==> config.mk <==
export PLATFORM = sky130hd
export DESIGN_NAME = status_ind
export DESIGN_NICKNAME = d
export VERILOG_FILES = /design/src/rtl/status_ind_pkg.sv /design/src/rtl/status_ind.sv
export SDC_FILE = /design/constraint.sdc
export NUM_CORES = 1
export LEC_CHECK = 0
export BUFFER_PORTS_ARGS = -buffer_cell sky130_fd_sc_hd__buf_2
export CAP_MARGIN = 20
export CELL_PAD_IN_SITES_DETAIL_PLACEMENT = 1
export CELL_PAD_IN_SITES_GLOBAL_PLACEMENT = 1
export CORE_MARGIN = 10
export CORE_UTILIZATION = 43
export DETAILED_ROUTE_END_ITERATION = 8
export PLACE_DENSITY_LB_ADDON = 0.1
export SLEW_MARGIN = 20
export SYNTH_ARGS = -nofsm -noshare
export SYNTH_HDL_FRONTEND = slang
export SYNTH_SLANG_ARGS = --single-unit
==> constraint.sdc <==
create_clock -name pclk -period 2.41 [get_ports pclk]
set_input_delay 0.241 -clock pclk [delete_from_list [all_inputs] [get_ports pclk]]
set_output_delay 0.241 -clock pclk [all_outputs]
set_load 0.02 [all_outputs]
==> src/rtl/status_ind_pkg.sv <==
package status_ind_pkg;
	// ****************************************
	// register map (byte addresses)
	// ****************************************
	localparam logic [7:0] ADDR_CTRL     = 8'h00; // bit 0: position control mode
	localparam logic [7:0] ADDR_SPD_WIN  = 8'h04; // speed_match_window, rpm
	localparam logic [7:0] ADDR_POS_WIN  = 8'h08; // position_done_window, pulses
	localparam logic [7:0] ADDR_ROT_WIN  = 8'h0C; // rotation_window, rpm
	localparam logic [7:0] ADDR_IND      = 8'h10; // indicator bits, read only
	localparam logic [7:0] ADDR_CODE     = 8'h14; // status code and alarm number, read only
	localparam logic [7:0] ADDR_IRQ_STAT = 8'h18; // sticky events, write one to clear
	localparam logic [7:0] ADDR_IRQ_MASK = 8'h1C; // interrupt enables

	// ****************************************
	// field layout and reset values
	// ****************************************
	localparam int         WIN_W          = 16;
	localparam int         POS_W          = 32;
	localparam int         SPD_W          = 16;
	localparam int         NUM_W          = 8;
	localparam int         IND_W          = 9;
	localparam int         CODE_W         = 7;
	localparam int         EVT_W          = 4;
	localparam int         CTRL_POS_BIT   = 0;
	localparam int         CODE_NUM_LSB   = 8;
	localparam logic [WIN_W-1:0] SPD_WIN_RST = 16'h000A; // 10 rpm
	localparam logic [WIN_W-1:0] POS_WIN_RST = 16'h000A; // 10 pulse
	localparam logic [WIN_W-1:0] ROT_WIN_RST = 16'h0014; // 20 rpm
	localparam logic [EVT_W-1:0] MASK_RST    = 4'h0;

	// indicator bit positions
	localparam int IND_A_RUN   = 0;
	localparam int IND_A_MATCH = 1;
	localparam int IND_A_TRQ   = 2;
	localparam int IND_A_LIM   = 3;
	localparam int IND_B_RUN   = 4;
	localparam int IND_B_TRQ   = 5;
	localparam int IND_B_ROT   = 6;
	localparam int IND_B_LIM   = 7;
	localparam int IND_PWR     = 8;

	// event bit positions
	localparam int EVT_ALM_A = 0;
	localparam int EVT_ALM_B = 1;
	localparam int EVT_LIM   = 2;
	localparam int EVT_PWR   = 3;

	// torque high when actual * 10 >= rated * 11
	localparam logic [3:0] TRQ_NUM = 4'hB;
	localparam logic [3:0] TRQ_DEN = 4'hA;

	// ****************************************
	// timing
	// ****************************************
	localparam int CLK_MHZ       = 100;
	localparam int FLASH_HALF_MS = 250; // limit indicator flash half period
	localparam int FLASH_CYC     = FLASH_HALF_MS * 1000 * CLK_MHZ;

	// status codes, one-hot
	typedef enum logic [CODE_W-1:0] {
		CODE_BOTH_OFF = 7'h01,
		CODE_A_ON     = 7'h02,
		CODE_B_ON     = 7'h04,
		CODE_A_LIMIT  = 7'h08,
		CODE_B_LIMIT  = 7'h10,
		CODE_A_ALARM  = 7'h20,
		CODE_B_ALARM  = 7'h40
	} code_t;
endpackage

==> src/rtl/status_ind.sv <==
// Our own choices: the address map and the APB register port.
module status_ind
	import status_ind_pkg::*;
#(
	parameter int FLASH_CYCLES = status_ind_pkg::FLASH_CYC
) (
	input  wire logic                                 pclk,
	input  wire logic                                 presetn,
	input  wire logic                                 psel,
	input  wire logic                                 penable,
	input  wire logic                                 pwrite,
	input  wire logic [7:0]                           paddr,
	input  wire logic [31:0]                          pwdata,
	output logic      [31:0]                          prdata,
	output logic                                      pready,
	output logic                                      pslverr,
	input  wire logic [1:0]                           servo_on,
	input  wire logic [1:0][status_ind_pkg::SPD_W-1:0] motor_speed,
	input  wire logic [1:0][status_ind_pkg::SPD_W-1:0] cmd_speed,
	input  wire logic [status_ind_pkg::POS_W-1:0]     act_pos_a,
	input  wire logic [status_ind_pkg::POS_W-1:0]     cmd_pos_a,
	input  wire logic [1:0][status_ind_pkg::WIN_W-1:0] torque,
	input  wire logic [1:0][status_ind_pkg::WIN_W-1:0] rated_torque,
	input  wire logic [1:0]                           fwd_prohibit,
	input  wire logic [1:0]                           rev_prohibit,
	input  wire logic                                 main_power,
	input  wire logic [1:0]                           alarm_raise,
	input  wire logic [1:0][status_ind_pkg::NUM_W-1:0] alarm_num,
	input  wire logic                                 set_key,
	input  wire logic                                 status_mode,
	input  wire logic                                 alarm_clear_input,
	output logic      [status_ind_pkg::IND_W-1:0]     indicators,
	output status_ind_pkg::code_t                     status_code,
	output logic      [status_ind_pkg::NUM_W-1:0]     shown_alarm_num,
	output logic                                      irq
);
	// ****************************************
	// helpers
	// ****************************************
	// magnitude of a signed difference, saturated to the window width
	function automatic logic [WIN_W-1:0] gap(input logic signed [POS_W:0] a,
		input logic signed [POS_W:0] b);
		logic signed [POS_W:0] d;
		d = a - b;
		if (d < 0) begin
			d = -d;
		end
		if (d > $signed({1'b0, {(POS_W - WIN_W){1'b0}}, {WIN_W{1'b1}}})) begin
			gap = {WIN_W{1'b1}};
		end else begin
			gap = d[WIN_W-1:0];
		end
	endfunction

	// torque at or above 110% of rated
	// products are widened by four bits so a large torque cannot wrap the compare
	function automatic logic trq_high(input logic [WIN_W-1:0] t, input logic [WIN_W-1:0] r);
		trq_high = ({4'h0, t} * {16'h0000, TRQ_DEN}) >= ({4'h0, r} * {16'h0000, TRQ_NUM});
	endfunction

	// speed gap of one axis
	function automatic logic [WIN_W-1:0] spd_gap(input logic [SPD_W-1:0] m,
		input logic [SPD_W-1:0] c);
		spd_gap = gap({{(POS_W - SPD_W + 1){m[SPD_W-1]}}, m},
			{{(POS_W - SPD_W + 1){c[SPD_W-1]}}, c});
	endfunction

	// ****************************************
	// registers
	// ****************************************
	logic                    pos_mode_q;
	logic [WIN_W-1:0]        spd_win_q;
	logic [WIN_W-1:0]        pos_win_q;
	logic [WIN_W-1:0]        rot_win_q;
	logic [EVT_W-1:0]        stat_q;
	logic [EVT_W-1:0]        mask_q;
	logic [1:0]              alarm_q;
	logic [1:0][NUM_W-1:0]   alarm_num_q;
	logic [1:0]              lim_prev_q;
	logic                    pwr_prev_q;
	logic                    flash_q;
	logic [31:0]             flash_cnt_q;
	logic                    wr_en;
	logic                    rd_setup;
	logic [EVT_W-1:0]        evt;
	logic [1:0]              at_lim;
	logic                    alarm_clr;

	assign wr_en     = psel && penable && pwrite;
	assign rd_setup  = psel && !penable;
	assign at_lim    = fwd_prohibit | rev_prohibit;
	assign alarm_clr = (set_key && status_mode) || alarm_clear_input;

	// software configuration
	always_ff @(posedge pclk or negedge presetn) begin
		if (!presetn) begin
			pos_mode_q <= 1'b0;
			spd_win_q  <= SPD_WIN_RST;
			pos_win_q  <= POS_WIN_RST;
			rot_win_q  <= ROT_WIN_RST;
			mask_q     <= MASK_RST;
		end else if (wr_en) begin
			case (paddr)
				ADDR_CTRL:     pos_mode_q <= pwdata[CTRL_POS_BIT];
				ADDR_SPD_WIN:  spd_win_q  <= pwdata[WIN_W-1:0];
				ADDR_POS_WIN:  pos_win_q  <= pwdata[WIN_W-1:0];
				ADDR_ROT_WIN:  rot_win_q  <= pwdata[WIN_W-1:0];
				ADDR_IRQ_MASK: mask_q     <= pwdata[EVT_W-1:0];
				default:       ;
			endcase
		end
	end

	// bus answer: data and error are ready by the access cycle
	always_ff @(posedge pclk or negedge presetn) begin
		if (!presetn) begin
			prdata  <= 32'h0000_0000;
			pready  <= 1'b0;
			pslverr <= 1'b0;
		end else begin
			pready  <= rd_setup;
			pslverr <= 1'b0;
			prdata  <= 32'h0000_0000;
			if (rd_setup) begin
				case (paddr)
					ADDR_CTRL:     prdata[CTRL_POS_BIT] <= pos_mode_q;
					ADDR_SPD_WIN:  prdata[WIN_W-1:0]    <= spd_win_q;
					ADDR_POS_WIN:  prdata[WIN_W-1:0]    <= pos_win_q;
					ADDR_ROT_WIN:  prdata[WIN_W-1:0]    <= rot_win_q;
					ADDR_IND:      prdata[IND_W-1:0]    <= indicators;
					ADDR_CODE: begin
						prdata[CODE_W-1:0]                    <= status_code;
						prdata[CODE_NUM_LSB+NUM_W-1:CODE_NUM_LSB] <= shown_alarm_num;
					end
					ADDR_IRQ_STAT: prdata[EVT_W-1:0]    <= stat_q;
					ADDR_IRQ_MASK: prdata[EVT_W-1:0]    <= mask_q;
					default:       pslverr <= 1'b1;
				endcase
			end
		end
	end

	// alarm latch per axis; a raise in the clear cycle wins
	always_ff @(posedge pclk or negedge presetn) begin
		if (!presetn) begin
			alarm_q     <= 2'b00;
			alarm_num_q <= '0;
		end else begin
			for (int i = 0; i < 2; i++) begin
				if (alarm_raise[i]) begin
					alarm_q[i]     <= 1'b1;
					alarm_num_q[i] <= alarm_num[i];
				end else if (alarm_clr) begin
					alarm_q[i] <= 1'b0;
				end
			end
		end
	end

	// flash timer for both-direction limit
	always_ff @(posedge pclk or negedge presetn) begin
		if (!presetn) begin
			flash_cnt_q <= 32'h0000_0000;
			flash_q     <= 1'b0;
		end else if (flash_cnt_q >= 32'(FLASH_CYCLES - 1)) begin
			flash_cnt_q <= 32'h0000_0000;
			flash_q     <= !flash_q;
		end else begin
			flash_cnt_q <= flash_cnt_q + 32'h0000_0001;
		end
	end

	// ****************************************
	// indicators and status code
	// ****************************************
	// nine indicator bits, one cycle behind the inputs
	always_ff @(posedge pclk or negedge presetn) begin
		if (!presetn) begin
			indicators <= '0;
		end else begin
			indicators[IND_A_RUN] <= servo_on[0];
			indicators[IND_B_RUN] <= servo_on[1];
			if (pos_mode_q) begin
				indicators[IND_A_MATCH] <= gap({act_pos_a[POS_W-1], act_pos_a},
					{cmd_pos_a[POS_W-1], cmd_pos_a}) < pos_win_q;
			end else begin
				indicators[IND_A_MATCH] <= spd_gap(motor_speed[0], cmd_speed[0]) < spd_win_q;
			end
			indicators[IND_A_TRQ] <= trq_high(torque[0], rated_torque[0]);
			indicators[IND_B_TRQ] <= trq_high(torque[1], rated_torque[1]);
			indicators[IND_B_ROT] <= spd_gap(motor_speed[1], cmd_speed[1]) < rot_win_q;
			indicators[IND_A_LIM] <= fwd_prohibit[0] && (!rev_prohibit[0] || flash_q);
			indicators[IND_B_LIM] <= fwd_prohibit[1] && (!rev_prohibit[1] || flash_q);
			indicators[IND_PWR]   <= main_power;
		end
	end

	// status code by fixed priority
	always_ff @(posedge pclk or negedge presetn) begin
		if (!presetn) begin
			status_code     <= CODE_BOTH_OFF;
			shown_alarm_num <= '0;
		end else begin
			shown_alarm_num <= '0;
			if (alarm_q[0]) begin
				status_code     <= CODE_A_ALARM;
				shown_alarm_num <= alarm_num_q[0];
			end else if (alarm_q[1]) begin
				status_code     <= CODE_B_ALARM;
				shown_alarm_num <= alarm_num_q[1];
			end else if (at_lim[0]) begin
				status_code <= CODE_A_LIMIT;
			end else if (at_lim[1]) begin
				status_code <= CODE_B_LIMIT;
			end else if (servo_on[0]) begin
				status_code <= CODE_A_ON;
			end else if (servo_on[1]) begin
				status_code <= CODE_B_ON;
			end else begin
				status_code <= CODE_BOTH_OFF;
			end
		end
	end

	// ****************************************
	// interrupts
	// ****************************************
	assign evt[EVT_ALM_A] = alarm_raise[0];
	assign evt[EVT_ALM_B] = alarm_raise[1];
	assign evt[EVT_LIM]   = |(at_lim & ~lim_prev_q);
	assign evt[EVT_PWR]   = pwr_prev_q && !main_power;

	// sticky events, write one clears, new event wins
	always_ff @(posedge pclk or negedge presetn) begin
		if (!presetn) begin
			stat_q     <= '0;
			lim_prev_q <= 2'b00;
			pwr_prev_q <= 1'b0;
			irq        <= 1'b0;
		end else begin
			lim_prev_q <= at_lim;
			pwr_prev_q <= main_power;
			if (wr_en && paddr == ADDR_IRQ_STAT) begin
				stat_q <= (stat_q & ~pwdata[EVT_W-1:0]) | evt;
			end else begin
				stat_q <= stat_q | evt;
			end
			irq <= |(stat_q & mask_q);
		end
	end

	// ****************************************
	// checks
	// ****************************************
	run_follow_a: assert property (@(posedge pclk) disable iff (!presetn)
		servo_on[0] |=> indicators[IND_A_RUN])
		else $error("axis A running indicator not lit");
	pos_mode_a: assert property (@(posedge pclk) disable iff (!presetn)
		(pos_mode_q && act_pos_a == cmd_pos_a && pos_win_q != '0)
		|=> indicators[IND_A_MATCH])
		else $error("positioning complete not shown");
	trq_low_a: assert property (@(posedge pclk) disable iff (!presetn)
		(torque[1] < rated_torque[1]) |=> !indicators[IND_B_TRQ])
		else $error("torque indicator lit below rated");
	rev_dark_a: assert property (@(posedge pclk) disable iff (!presetn)
		(rev_prohibit[0] && !fwd_prohibit[0]) |=> !indicators[IND_A_LIM])
		else $error("limit indicator lit for reverse only");
	pwr_drop_a: assert property (@(posedge pclk) disable iff (!presetn)
		$fell(main_power) |=> !indicators[IND_PWR])
		else $error("power ready not cleared");
	both_off_a: assert property (@(posedge pclk) disable iff (!presetn)
		(servo_on == 2'b00 && at_lim == 2'b00 && alarm_q == 2'b00)
		|=> status_code == CODE_BOTH_OFF)
		else $error("both off code missing");
	alarm_show_a: assert property (@(posedge pclk) disable iff (!presetn)
		(alarm_raise[0] && !alarm_clr) |-> ##2 (status_code == CODE_A_ALARM
		&& shown_alarm_num == $past(alarm_num[0], 2)))
		else $error("axis A alarm code or number wrong");
	alarm_clr_a: assert property (@(posedge pclk) disable iff (!presetn)
		(alarm_clr && alarm_raise == 2'b00) |-> ##2 (status_code != CODE_A_ALARM
		&& status_code != CODE_B_ALARM))
		else $error("alarm not cleared");
	limit_prio_a: assert property (@(posedge pclk) disable iff (!presetn)
		(alarm_q == 2'b00 && at_lim[0]) |=> status_code == CODE_A_LIMIT)
		else $error("limit code priority wrong");
	b_on_a: assert property (@(posedge pclk) disable iff (!presetn)
		(alarm_q == 2'b00 && at_lim == 2'b00 && servo_on == 2'b10)
		|=> status_code == CODE_B_ON)
		else $error("axis B on code missing");
endmodule // status_ind

Yosys cells after proc, flatten, opt, wreduce, memory -nomap -nowiden
Index checks and enable logic that the tools add are counted.

Flip-flop bits (word level): 154. Bits in latches: 0. Bits in writable memories: 0. Bits in read-only memories: 0. Word-level logic and storage cells: 119. Memories kept: 0.

Add/sub/neg operators: 7. Multiply operators: 4. Divide/modulo/power cells: 0. Magnitude comparators: 12. Eq/ne operators: 7. Shifts and indexed selects: 0. Mux-type cells: 33. Bitwise gates (word level): 8. Reduce and logical (&&, ||, !) cells: 27.

Operators with widths (number): two-way mux 33 bit (5); > comparator 33 x 17 -> 1 bit, second input constant (3); two-way mux 16 bit (6); negation 17 -> 33 bit (2); < comparator 16 bit (3); greater-or-equal comparator 20 bit (2); multiplier 16 x 4 -> 20 bit, second input constant (2); multiplier 16 x 3 -> 19 bit, second input constant (2); < comparator 17 x 1 -> 1 bit, second input constant (2); subtractor 16 x 16 -> 17 bit (2); < comparator 33 x 1 -> 1 bit, second input constant (1); negation 33 bit (1); subtractor 32 x 32 -> 33 bit (1); adder 32 x 1 -> 32 bit, second input constant (1); == test 8 x 5 -> 1 bit, second input constant (4); greater-or-equal comparator 32 x 25 -> 1 bit, second input constant (1); two-way mux 32 bit (1); one-hot mux 7 bit (4 select lines) (1); one-hot mux 3 bit (7 select lines) (1); == test 8 x 4 -> 1 bit, second input constant (2); two-way mux 8 bit (2); one-hot mux 3 bit (5 select lines) (1); two-way mux 7 bit (2); two-way mux 5 bit (2); 22 further kinds (48).

Logic depth before layout (Yosys ltp)
Gate-level depths: netlist (run 1).

Depth in word-level cells: 9. Mapped depth: 30. Mapped depth without buffers: 29.

Worst setup path before layout (run 1)
OpenSTA, ideal clock, no wires.

Path kind: input to register. Start point: input port motor_speed[0] (netlist bit). End point: register indicators[1] (netlist bit). Arrival time: 5549 ps. Slack: -3204 ps. Stages on the path: 29. Path buffers: 1. Cells stage by stage: inv_1 > ha_1 > inv_1 > fa_1 > a21o_1 > a21oi_1 > o21a_1 > o31ai_1 > o41ai_1 > a22oi_1 > or2_2 > nor3_1 > or3b_2 > or4b_1 > clkbuf_1 > nand2_1 > ha_1 > a21o_1 > a21o_1 > a21oi_1 > nor2b_1 > o21ai_0 > nand2b_1 > a21oi_1 > nor2b_1 > a2111oi_0 > o31ai_1 > o21ai_0 > o21a_1.

Longest elaborated chain between the ends: 9. Elaborated cells between the ends (all ways): 10.

RTL lines: from (decl) (line status_ind.sv:18) `input wire logic [1:0][status_ind_pkg::SPD_W-1:0] motor_speed,`; subtractor 16 x 16 -> 17 bit (*) (line status_ind.sv:44) `d = a - b;`; negation 17 -> 33 bit / < comparator 17 x 1 -> 1 bit (equally long branches) (line status_ind.sv:46, status_ind.sv:45); two-way mux 33 bit (*) (line status_ind.sv:45) `if (d < 0) begin`; two-way mux 33 bit (*) (line status_ind.sv:183) `if (pos_mode_q) begin`; > comparator 33 x 17 -> 1 bit (line status_ind.sv:48) `if (d > $signed({1'b0, {(POS_W - WIN_W){1'b0}}, {WIN_W{1'b1}}})) begin`; two-way mux 16 bit (*) (line status_ind.sv:48); two-way mux 16 bit (*) (line status_ind.sv:183); < comparator 16 bit (*) (line status_ind.sv:187) `indicators[IND_A_MATCH] <= spd_gap(motor_speed[0], cmd_speed[0]) < spd_win_q;`; two-way mux 1 bit (*) (line status_ind.sv:183); to (signal, indexed assignment) (line status_ind.sv:184) `indicators[IND_A_MATCH] <= gap({act_pos_a[POS_W-1], act_pos_a},`; to (signal, indexed assignment) (line status_ind.sv:187); to (signal, indexed assignment) (line status_ind.sv:189) `indicators[IND_A_TRQ] <= trq_high(torque[0], rated_torque[0]);`; to (decl) (line status_ind.sv:32) `output logic [status_ind_pkg::IND_W-1:0] indicators,`.

Every way passes the cells marked *; elsewhere a longest branch is shown, timed or not. The select of a mux whose other input is x is not followed. A chain may end at the register's enable or synchronous reset.

Worst setup path after layout (run 1)
Start point: input port act_pos_a[4] (netlist bit). End point: register indicators[1] (netlist bit).

Longest elaborated chain between the ends: 9. Elaborated cells between the ends (all ways): 10.

RTL lines: from (decl) (line status_ind.sv:20) `input wire logic [status_ind_pkg::POS_W-1:0] act_pos_a,`; subtractor 32 x 32 -> 33 bit (*) (line status_ind.sv:44); negation 33 bit / < comparator 33 x 1 -> 1 bit (equally long branches) (line status_ind.sv:46, status_ind.sv:45); two-way mux 33 bit (*) (line status_ind.sv:45); two-way mux 33 bit (*) (line status_ind.sv:183); > comparator 33 x 17 -> 1 bit (line status_ind.sv:48); two-way mux 16 bit (*) (line status_ind.sv:48); two-way mux 16 bit (*) (line status_ind.sv:183); < comparator 16 bit (*) (line status_ind.sv:185) `{cmd_pos_a[POS_W-1], cmd_pos_a}) < pos_win_q;`; two-way mux 1 bit (*) (line status_ind.sv:183); to (signal, indexed assignment) (line status_ind.sv:182) `indicators[IND_B_RUN] <= servo_on[1];`; to (signal, indexed assignment) (line status_ind.sv:184); to (signal, indexed assignment) (line status_ind.sv:187).

Marked as above.

==> results of run 1 <==
==> power breakdown <==
group	total (mW)	internal [mW]	switching [mW]
Sequential	2.79	2.68	0.114
Clock	2.86	1.61	1.25
Combinational	7.60	3.72	3.88
Total	13.2	8.01	5.24
==> layout make-up <==
cell class,count,area (sq um)
fillers,4996,15800
multi-input cells,1626,13200
repair buffers,802,5400
flip-flops and latches,153,3840
inverters,307,1170
well taps,532,666
clock buffers,19,453
clock inverters,13,158
diodes,5,12.5
==> registers in the layout, indices dropped and copies added, names as in the netlist, 7 cells and up <==
| signal | count |
|---|---|
| spd_win_q | 16 |
| indicators | 9 |
| status_code | 7 |
| rot_win_q | 16 |
| prdata | 16 |
| alarm_num_q | 16 |
| flash_cnt_q | 32 |
| shown_alarm_num | 8 |
| pos_win_q | 16 |
==> through the flow <==
step / instances / hold slack [ns]
after floorplan: 2151 / -0.0546
after global placement: 3375 / 0.203
after detailed placement: 3375 / 0.204
after CTS: 3445 / 0.0224
after global routing: 3455 / 0.0325
final: 3457 / 0.0259
==> placed cells by master, fill, tap and decap left out, types with 20 or more instances in the layout <==
| cell | Yosys | layout |
|---|---|---|
| buf_4 | 17 | 495 |
| inv_1 | 307 | 298 |
| buf_2 | 3 | 286 |
| ha_1 | 277 | 266 |
| nand2_1 | 154 | 153 |
| dfrtp_1 | 146 | 146 |
| nor2_1 | 124 | 119 |
| a21oi_1 | 134 | 104 |
| o21ai_0 | 135 | 99 |
| xnor2_1 | 87 | 82 |
| xor2_1 | 74 | 73 |
| a21o_1 | 57 | 57 |
| mux2_2 | 40 | 40 |
| nor3_1 | 47 | 39 |
| nand3_1 | 40 | 39 |
| a21oi_2 | 0 | 29 |
| fa_1 | 31 | 29 |
| o21ai_1 | 8 | 28 |
| nand4_1 | 26 | 26 |
| conb_1 | 1 | 23 |
| nor2b_1 | 23 | 21 |
| o21a_1 | 21 | 21 |
| mux2i_1 | 21 | 21 |
| nand2b_1 | 21 | 20 |
==> worst min-delay path by stage <==
stage / startpoint / end / slack [ns] / depth (start not counted)
6_report: alarm_num[6] / alarm_num_q[6] / 0.03 / 2
5_1_grt: alarm_num[14] / alarm_num_q[14] / 0.03 / 2
4_1_cts: alarm_num[6] / alarm_num_q[6] / 0.02 / 2
3_3_place_gp: presetn / prdata[14] / 0.20 / 1
2_1_floorplan: presetn / alarm_num_q[0] / -0.05 / 0
3_5_place_dp: presetn / prdata[14] / 0.20 / 1
==> kinds of logic (layout without fill, tap and decap cells) <==
kind of cell    Yosys count  count (layout)  share of synthesized area, %
simple gates            542             542                          15.3
compound gates          530             530                          19.4
buf+inv                 372            1141                          8.40
fa+ha+maj               308             308                          23.2
xor+xnor                161             161                          8.01
flops                   153             153                          21.8
mux                      62              62                          3.88
other cells               1              28                        0.0213
==> layer usage <==
metal / vias up / GRT usage (%) / part of all wire (%)
met4: 6 / 7.37 / 3.1
met1: 9380 / 30.2 / 40
met3: 138 / 3.64 / 3.6
met2: 425 / 49.4 / 53
li1: 8982 / - / -
met5: - / 0 / 0.061
==> what timing repair did <==
item / 4_1_cts / 5_1_grt
buffers inserted: 32 / 7
resized for setup: 96 / 44
hold buffers: 6 / 0
setup endpoints to repair: 4 / 4
hold endpoints to repair: 41 / 0
pin swaps: 90 / 37
==> flow_summary.json, run 1 <==
{
  "status": "finished with violations",
  "violations": "setup timing",
  "synthTopCellsByCount": "inv_1 (307), ha_1 (277), nand2_1 (154)",
  "nets": 3480,
  "die_w_um": 222,
  "place_congestion": 0.860,
  "cpMaxStageDelayCell": "or3_4",
  "rr_worst_depth": 14,
  "port_buffers": 291,
  "drv_cap": 0,
  "leakagePower_nw": 13.0,
  "synthToLayoutAreaGrowth_pct": 41.2,
  "tritoncts": "done",
  "synth-async-reset-ratio_pct": 100,
  "synth-edff-count": 0,
  "maxSlewViolCount": 0,
  "netlist_instances": 2129,
  "synthMostInstantiatedCell": "inv_1",
  "path_delay_family": "compound AO/OA/AOI/OAI gates",
  "syn_area_sq_um": 17600,
  "fin_area_sq_um": 24900,
  "synth_area_leader_cell": "dfrtp_1",
  "drc_errors": 0,
  "via_count": 18931,
  "ys.flop_type": "dfrtp_1",
  "grt_first_pass_wirelength_um": 108000,
  "clock_skew_ns": 0.00963,
  "initial_utilization_pct": 43.3,
  "finalSetupViolCount": 4,
  "coreArea_sq_um": 40600,
  "crit_path_start_kind": "input pin",
  "crit_cells": 28,
  "cts.sinks": 153,
  "ant_nets": 0,
  "startpoint": "act_pos_a[4]",
  "routed_via_density": 5.48,
  "hpwl_um": 53700,
  "ys_types": 90,
  "post-route-util_pct": 61.2,
  "setup_ws_ns": -2.85,
  "wirelength_um": 70600,
  "dpl_cell_area_sq_um": 23300,
  "antenna_found_initial": 7,
  "critical_path_buf_inv_count": 6,
  "power.density_nw_per_um2": 533,
  "period_share_pct": 218,
  "insertion_delay_ns": 0.44,
  "p_total_mw": 13.2,
  "hold_violations": 0,
  "endpoint_kind": "flip-flop",
  "track_usage_pct": 26.3,
  "crit_top_cell": "buf_4",
  "crit_fanout": 8,
  "finalSetupTns_ns": -7.79,
  "dieArea_sq_um": 49500,
  "clock.fmax_mhz": 190,
  "cts_inserted_buffers": 17,
  "grt_pass1_vias": 21108,
  "pre_cts_slack_ns": -3.49,
  "cts_root_buffer": "clkbuf_16",
  "arrival_ns": 5.59,
  "clk_pin_slew_ns": 0.07,
  "die_h_um": 222,
  "ys_ff_latch": 153,
  "avgSynthCellArea_sq_um": 8.27,
  "yosysTopAreaCellShare_pct": 20.7,
  "ios": 324,
  "post-route-min-period_ns": 5.26,
  "rrSetupSlack_ns": -0.02,
  "final_layout_size_suffix_gt1_share_pct": 35.4,
  "seq_area_frac_synth_pct": 21.8,
  "cp.required_ns": 2.74,
  "clock_path_buffers": 2,
  "hp-class": "input pin to flip-flop",
  "yosysWarnings": 0,
  "rsz0062_at_grt": "true",
  "critical_path_class": "input pin to flip-flop",
  "grt.overflow.total": 0,
  "r2r_end": "indicators[1]",
  "max_slew_margin_pct": 44.8,
  "core.rowCount": 74,
  "drt-wirelength-per-cell_um": 20.4,
  "grt_max_degree": 46,
  "worst-slew-pin-transition_ns": 0.827,
  "cp-endpoint": "indicators[1]",
  "r2r_start": "spd_win_q[9]",
  "h-tree-depth": 4,
  "max_stage_delay_ns": 0.38,
  "drt_first_pass_iters": 5,
  "dr.first_iter.drc_count": 947,
  "synth_area_leaders": "dfrtp_1 (21%), ha_1 (20%), inv_1 (6.5%)",
  "peakVddDrop_uv": 505
}
No activity file was read; power rests on OpenSTA's default activity.
==> run 2, diff against run 1 <==
--- a/config.mk
+++ b/config.mk
@@ -12,7 +12,9 @@
 export CORE_MARGIN = 10
 export CORE_UTILIZATION = 43
 export DETAILED_ROUTE_END_ITERATION = 8
+export GPL_TIMING_DRIVEN = 0
 export PLACE_DENSITY_LB_ADDON = 0.1
+export REMOVE_ABC_BUFFERS = 1
 export SLEW_MARGIN = 20
 export SYNTH_ARGS = -nofsm -noshare
 export SYNTH_HDL_FRONTEND = slang
==> run 2 against run 1 <==
Net effect: worst hold slack better by 0.0015 ns; core utilization is 6.8 points lower; via count is 12% lower; the run still ends with setup timing left; register-to-register slack worse by 0.11 ns; clock power is 6% lower; design area is 11% lower; maximum frequency is 1.3% higher; largest cell class unchanged; power is 13% lower; cell count is 12% lower; first-iteration DRC count is 21% lower; routed wire length is 18% lower.
==> flow_summary.json, run 2 (synthesized netlist as in run 1, its figures left out) <==
{
  "status": "finished with violations",
  "violations": "setup timing",
  "grt.overflow.total": 0,
  "setup_ws_ns": -2.78,
  "drc_errors": 0,
  "drt-wirelength-per-cell_um": 19.0,
  "die_h_um": 222,
  "coreArea_sq_um": 40600,
  "cts_inserted_buffers": 17,
  "dr.first_iter.drc_count": 749,
  "finalSetupViolCount": 4,
  "crit_path_start_kind": "input pin",
  "hp-class": "input pin to flip-flop",
  "rsz0062_at_grt": "true",
  "place_congestion": 0.853,
  "crit_top_cell": "buf_4",
  "via_count": 16699,
  "arrival_ns": 5.58,
  "clk_pin_slew_ns": 0.07,
  "hpwl_um": 45300,
  "track_usage_pct": 22.0,
  "insertion_delay_ns": 0.44,
  "period_share_pct": 215,
  "peakVddDrop_uv": 409,
  "largest_reg_flops": 32,
  "cts_root_buffer": "clkbuf_16",
  "path_delay_family": "simple AND/OR/NAND/NOR gates",
  "final_cell_mix": "inv_1 (299), buf_2 (283), ha_1 (254)",
  "grt_pass1_vias": 17723,
  "cp.required_ns": 2.80,
  "ant_nets": 0,
  "cts.sinks": 153,
  "nets": 3057,
  "finalSetupTns_ns": -7.15,
  "cpMaxStageDelayCell": "ha_1",
  "endpoint_kind": "flip-flop",
  "grt_max_degree": 82,
  "worst-slew-pin-transition_ns": 0.970,
  "core.rowCount": 74,
  "synthToLayoutAreaGrowth_pct": 25.5,
  "clock_path_buffers": 2,
  "hold_violations": 0,
  "dieArea_sq_um": 49500,
  "drv_cap": 0,
  "maxSlewViolCount": 0,
  "h-tree-depth": 4,
  "grt_first_pass_wirelength_um": 90400,
  "antenna_found_initial": 4,
  "crit_fanout": 8,
  "tritoncts": "done",
  "post-route-min-period_ns": 5.19,
  "ios": 324,
  "die_w_um": 222,
  "max_slew_margin_pct": 35.2,
  "power.density_nw_per_um2": 522,
  "max_stage_delay_ns": 0.45,
  "layout_commonest_cell": "inv_1",
  "critical_path_class": "input pin to flip-flop",
  "initial_utilization_pct": 43.3,
  "p_total_mw": 11.5,
  "clock.fmax_mhz": 193,
  "drt_first_pass_iters": 5,
  "routed_via_density": 5.51,
  "final_layout_size_suffix_gt1_share_pct": 26.7,
  "largest_register": "flash_cnt_q",
  "critical_path_buf_inv_count": 6,
  "clock_skew_ns": 0.00813,
  "leakagePower_nw": 11.0,
  "wirelength_um": 57700,
  "port_buffers": 291
}
## run 2: repair_timing
action / 4_1_cts / 5_1_grt
endpoints found under the hold margin: 79 / 0
hold buffers: 6 / 0
setup endpoints to repair: 5 / 10
gates resized for setup: 181 / 119
pin swaps: 110 / 96
buffers inserted: 49 / 21
cloned: 1 / 2
## run 2: worst paths after layout
check / startpoint / to / slack, ns / depth (start not counted)
worst min register to register: lim_prev_q[0] / stat_q[2] / 0.47 / 1
worst max-delay path: act_pos_a[16] / indicators[1] / -2.78 / 27
max in group asynchronous: presetn / rot_win_q[2] / 1.20 / 3
worst max register to register: spd_win_q[9] / indicators[1] / -0.13 / 14
min in group asynchronous: presetn / shown_alarm_num[3] / 0.36 / 2
worst min-delay path: alarm_num[12] / alarm_num_q[12] / 0.03 / 2
## run 2: where the power goes
group | internal (mW) | leakage [nW] | total [mW] | switching, mW
Sequential | 2.68 | 1.85 | 2.78 | 0.0977
Clock | 1.46 | 0.279 | 2.69 | 1.23
Combinational | 2.69 | 8.91 | 6.07 | 3.38
## run 2: per-layer routing
layer | vias up | GRT usage [%] | routed length, um
li1 | 8139 | - | -
met1 | 8138 | 26.9 | 24800
met2 | 341 | 38.9 | 29000
met3 | 79 | 3.51 | 2510
met4 | 2 | 6.54 | 1360
met5 | - | 0 | 13
## run 2: worst reg2reg max path: cells and delay by family, from the launching register on
kind	cells	cell delay (ns)
buffers and inverters	1	0.06
and+or+nand+nor	3	0.22
DFF	1	0.38
adders and majority gates	1	0.30
AOI/OAI and AO/OA	9	1.53
## run 2: final cells by class
class                      count  area [sq um]
multi-input combinational   1628         13600
clock inverter                15           164
timing repair buffer         377          2250
fill                        4943         18600
inverter                     307          1160
clock buffer                  17           425
sequential                   153          3840
tap                          532           666
antenna                        4          10.0
## run 2: stage by stage
stage | std cells | hold slack, ns | setup WS [ns] | area [sq um] | util [%]
floorplan | 2086 | -0.0546 | -3.39 | 17400 | -
global placement | 2909 | 0.394 | -4.60 | 19500 | 47.9
detailed placement | 2918 | 0.253 | -4.58 | 19600 | 48.3
CTS | 3006 | 0.00918 | -2.88 | 21400 | 52.6
global route | 3031 | 0.0170 | -3.08 | 22100 | 54.3
finish | 3033 | 0.0274 | -2.78 | 22100 | 54.4
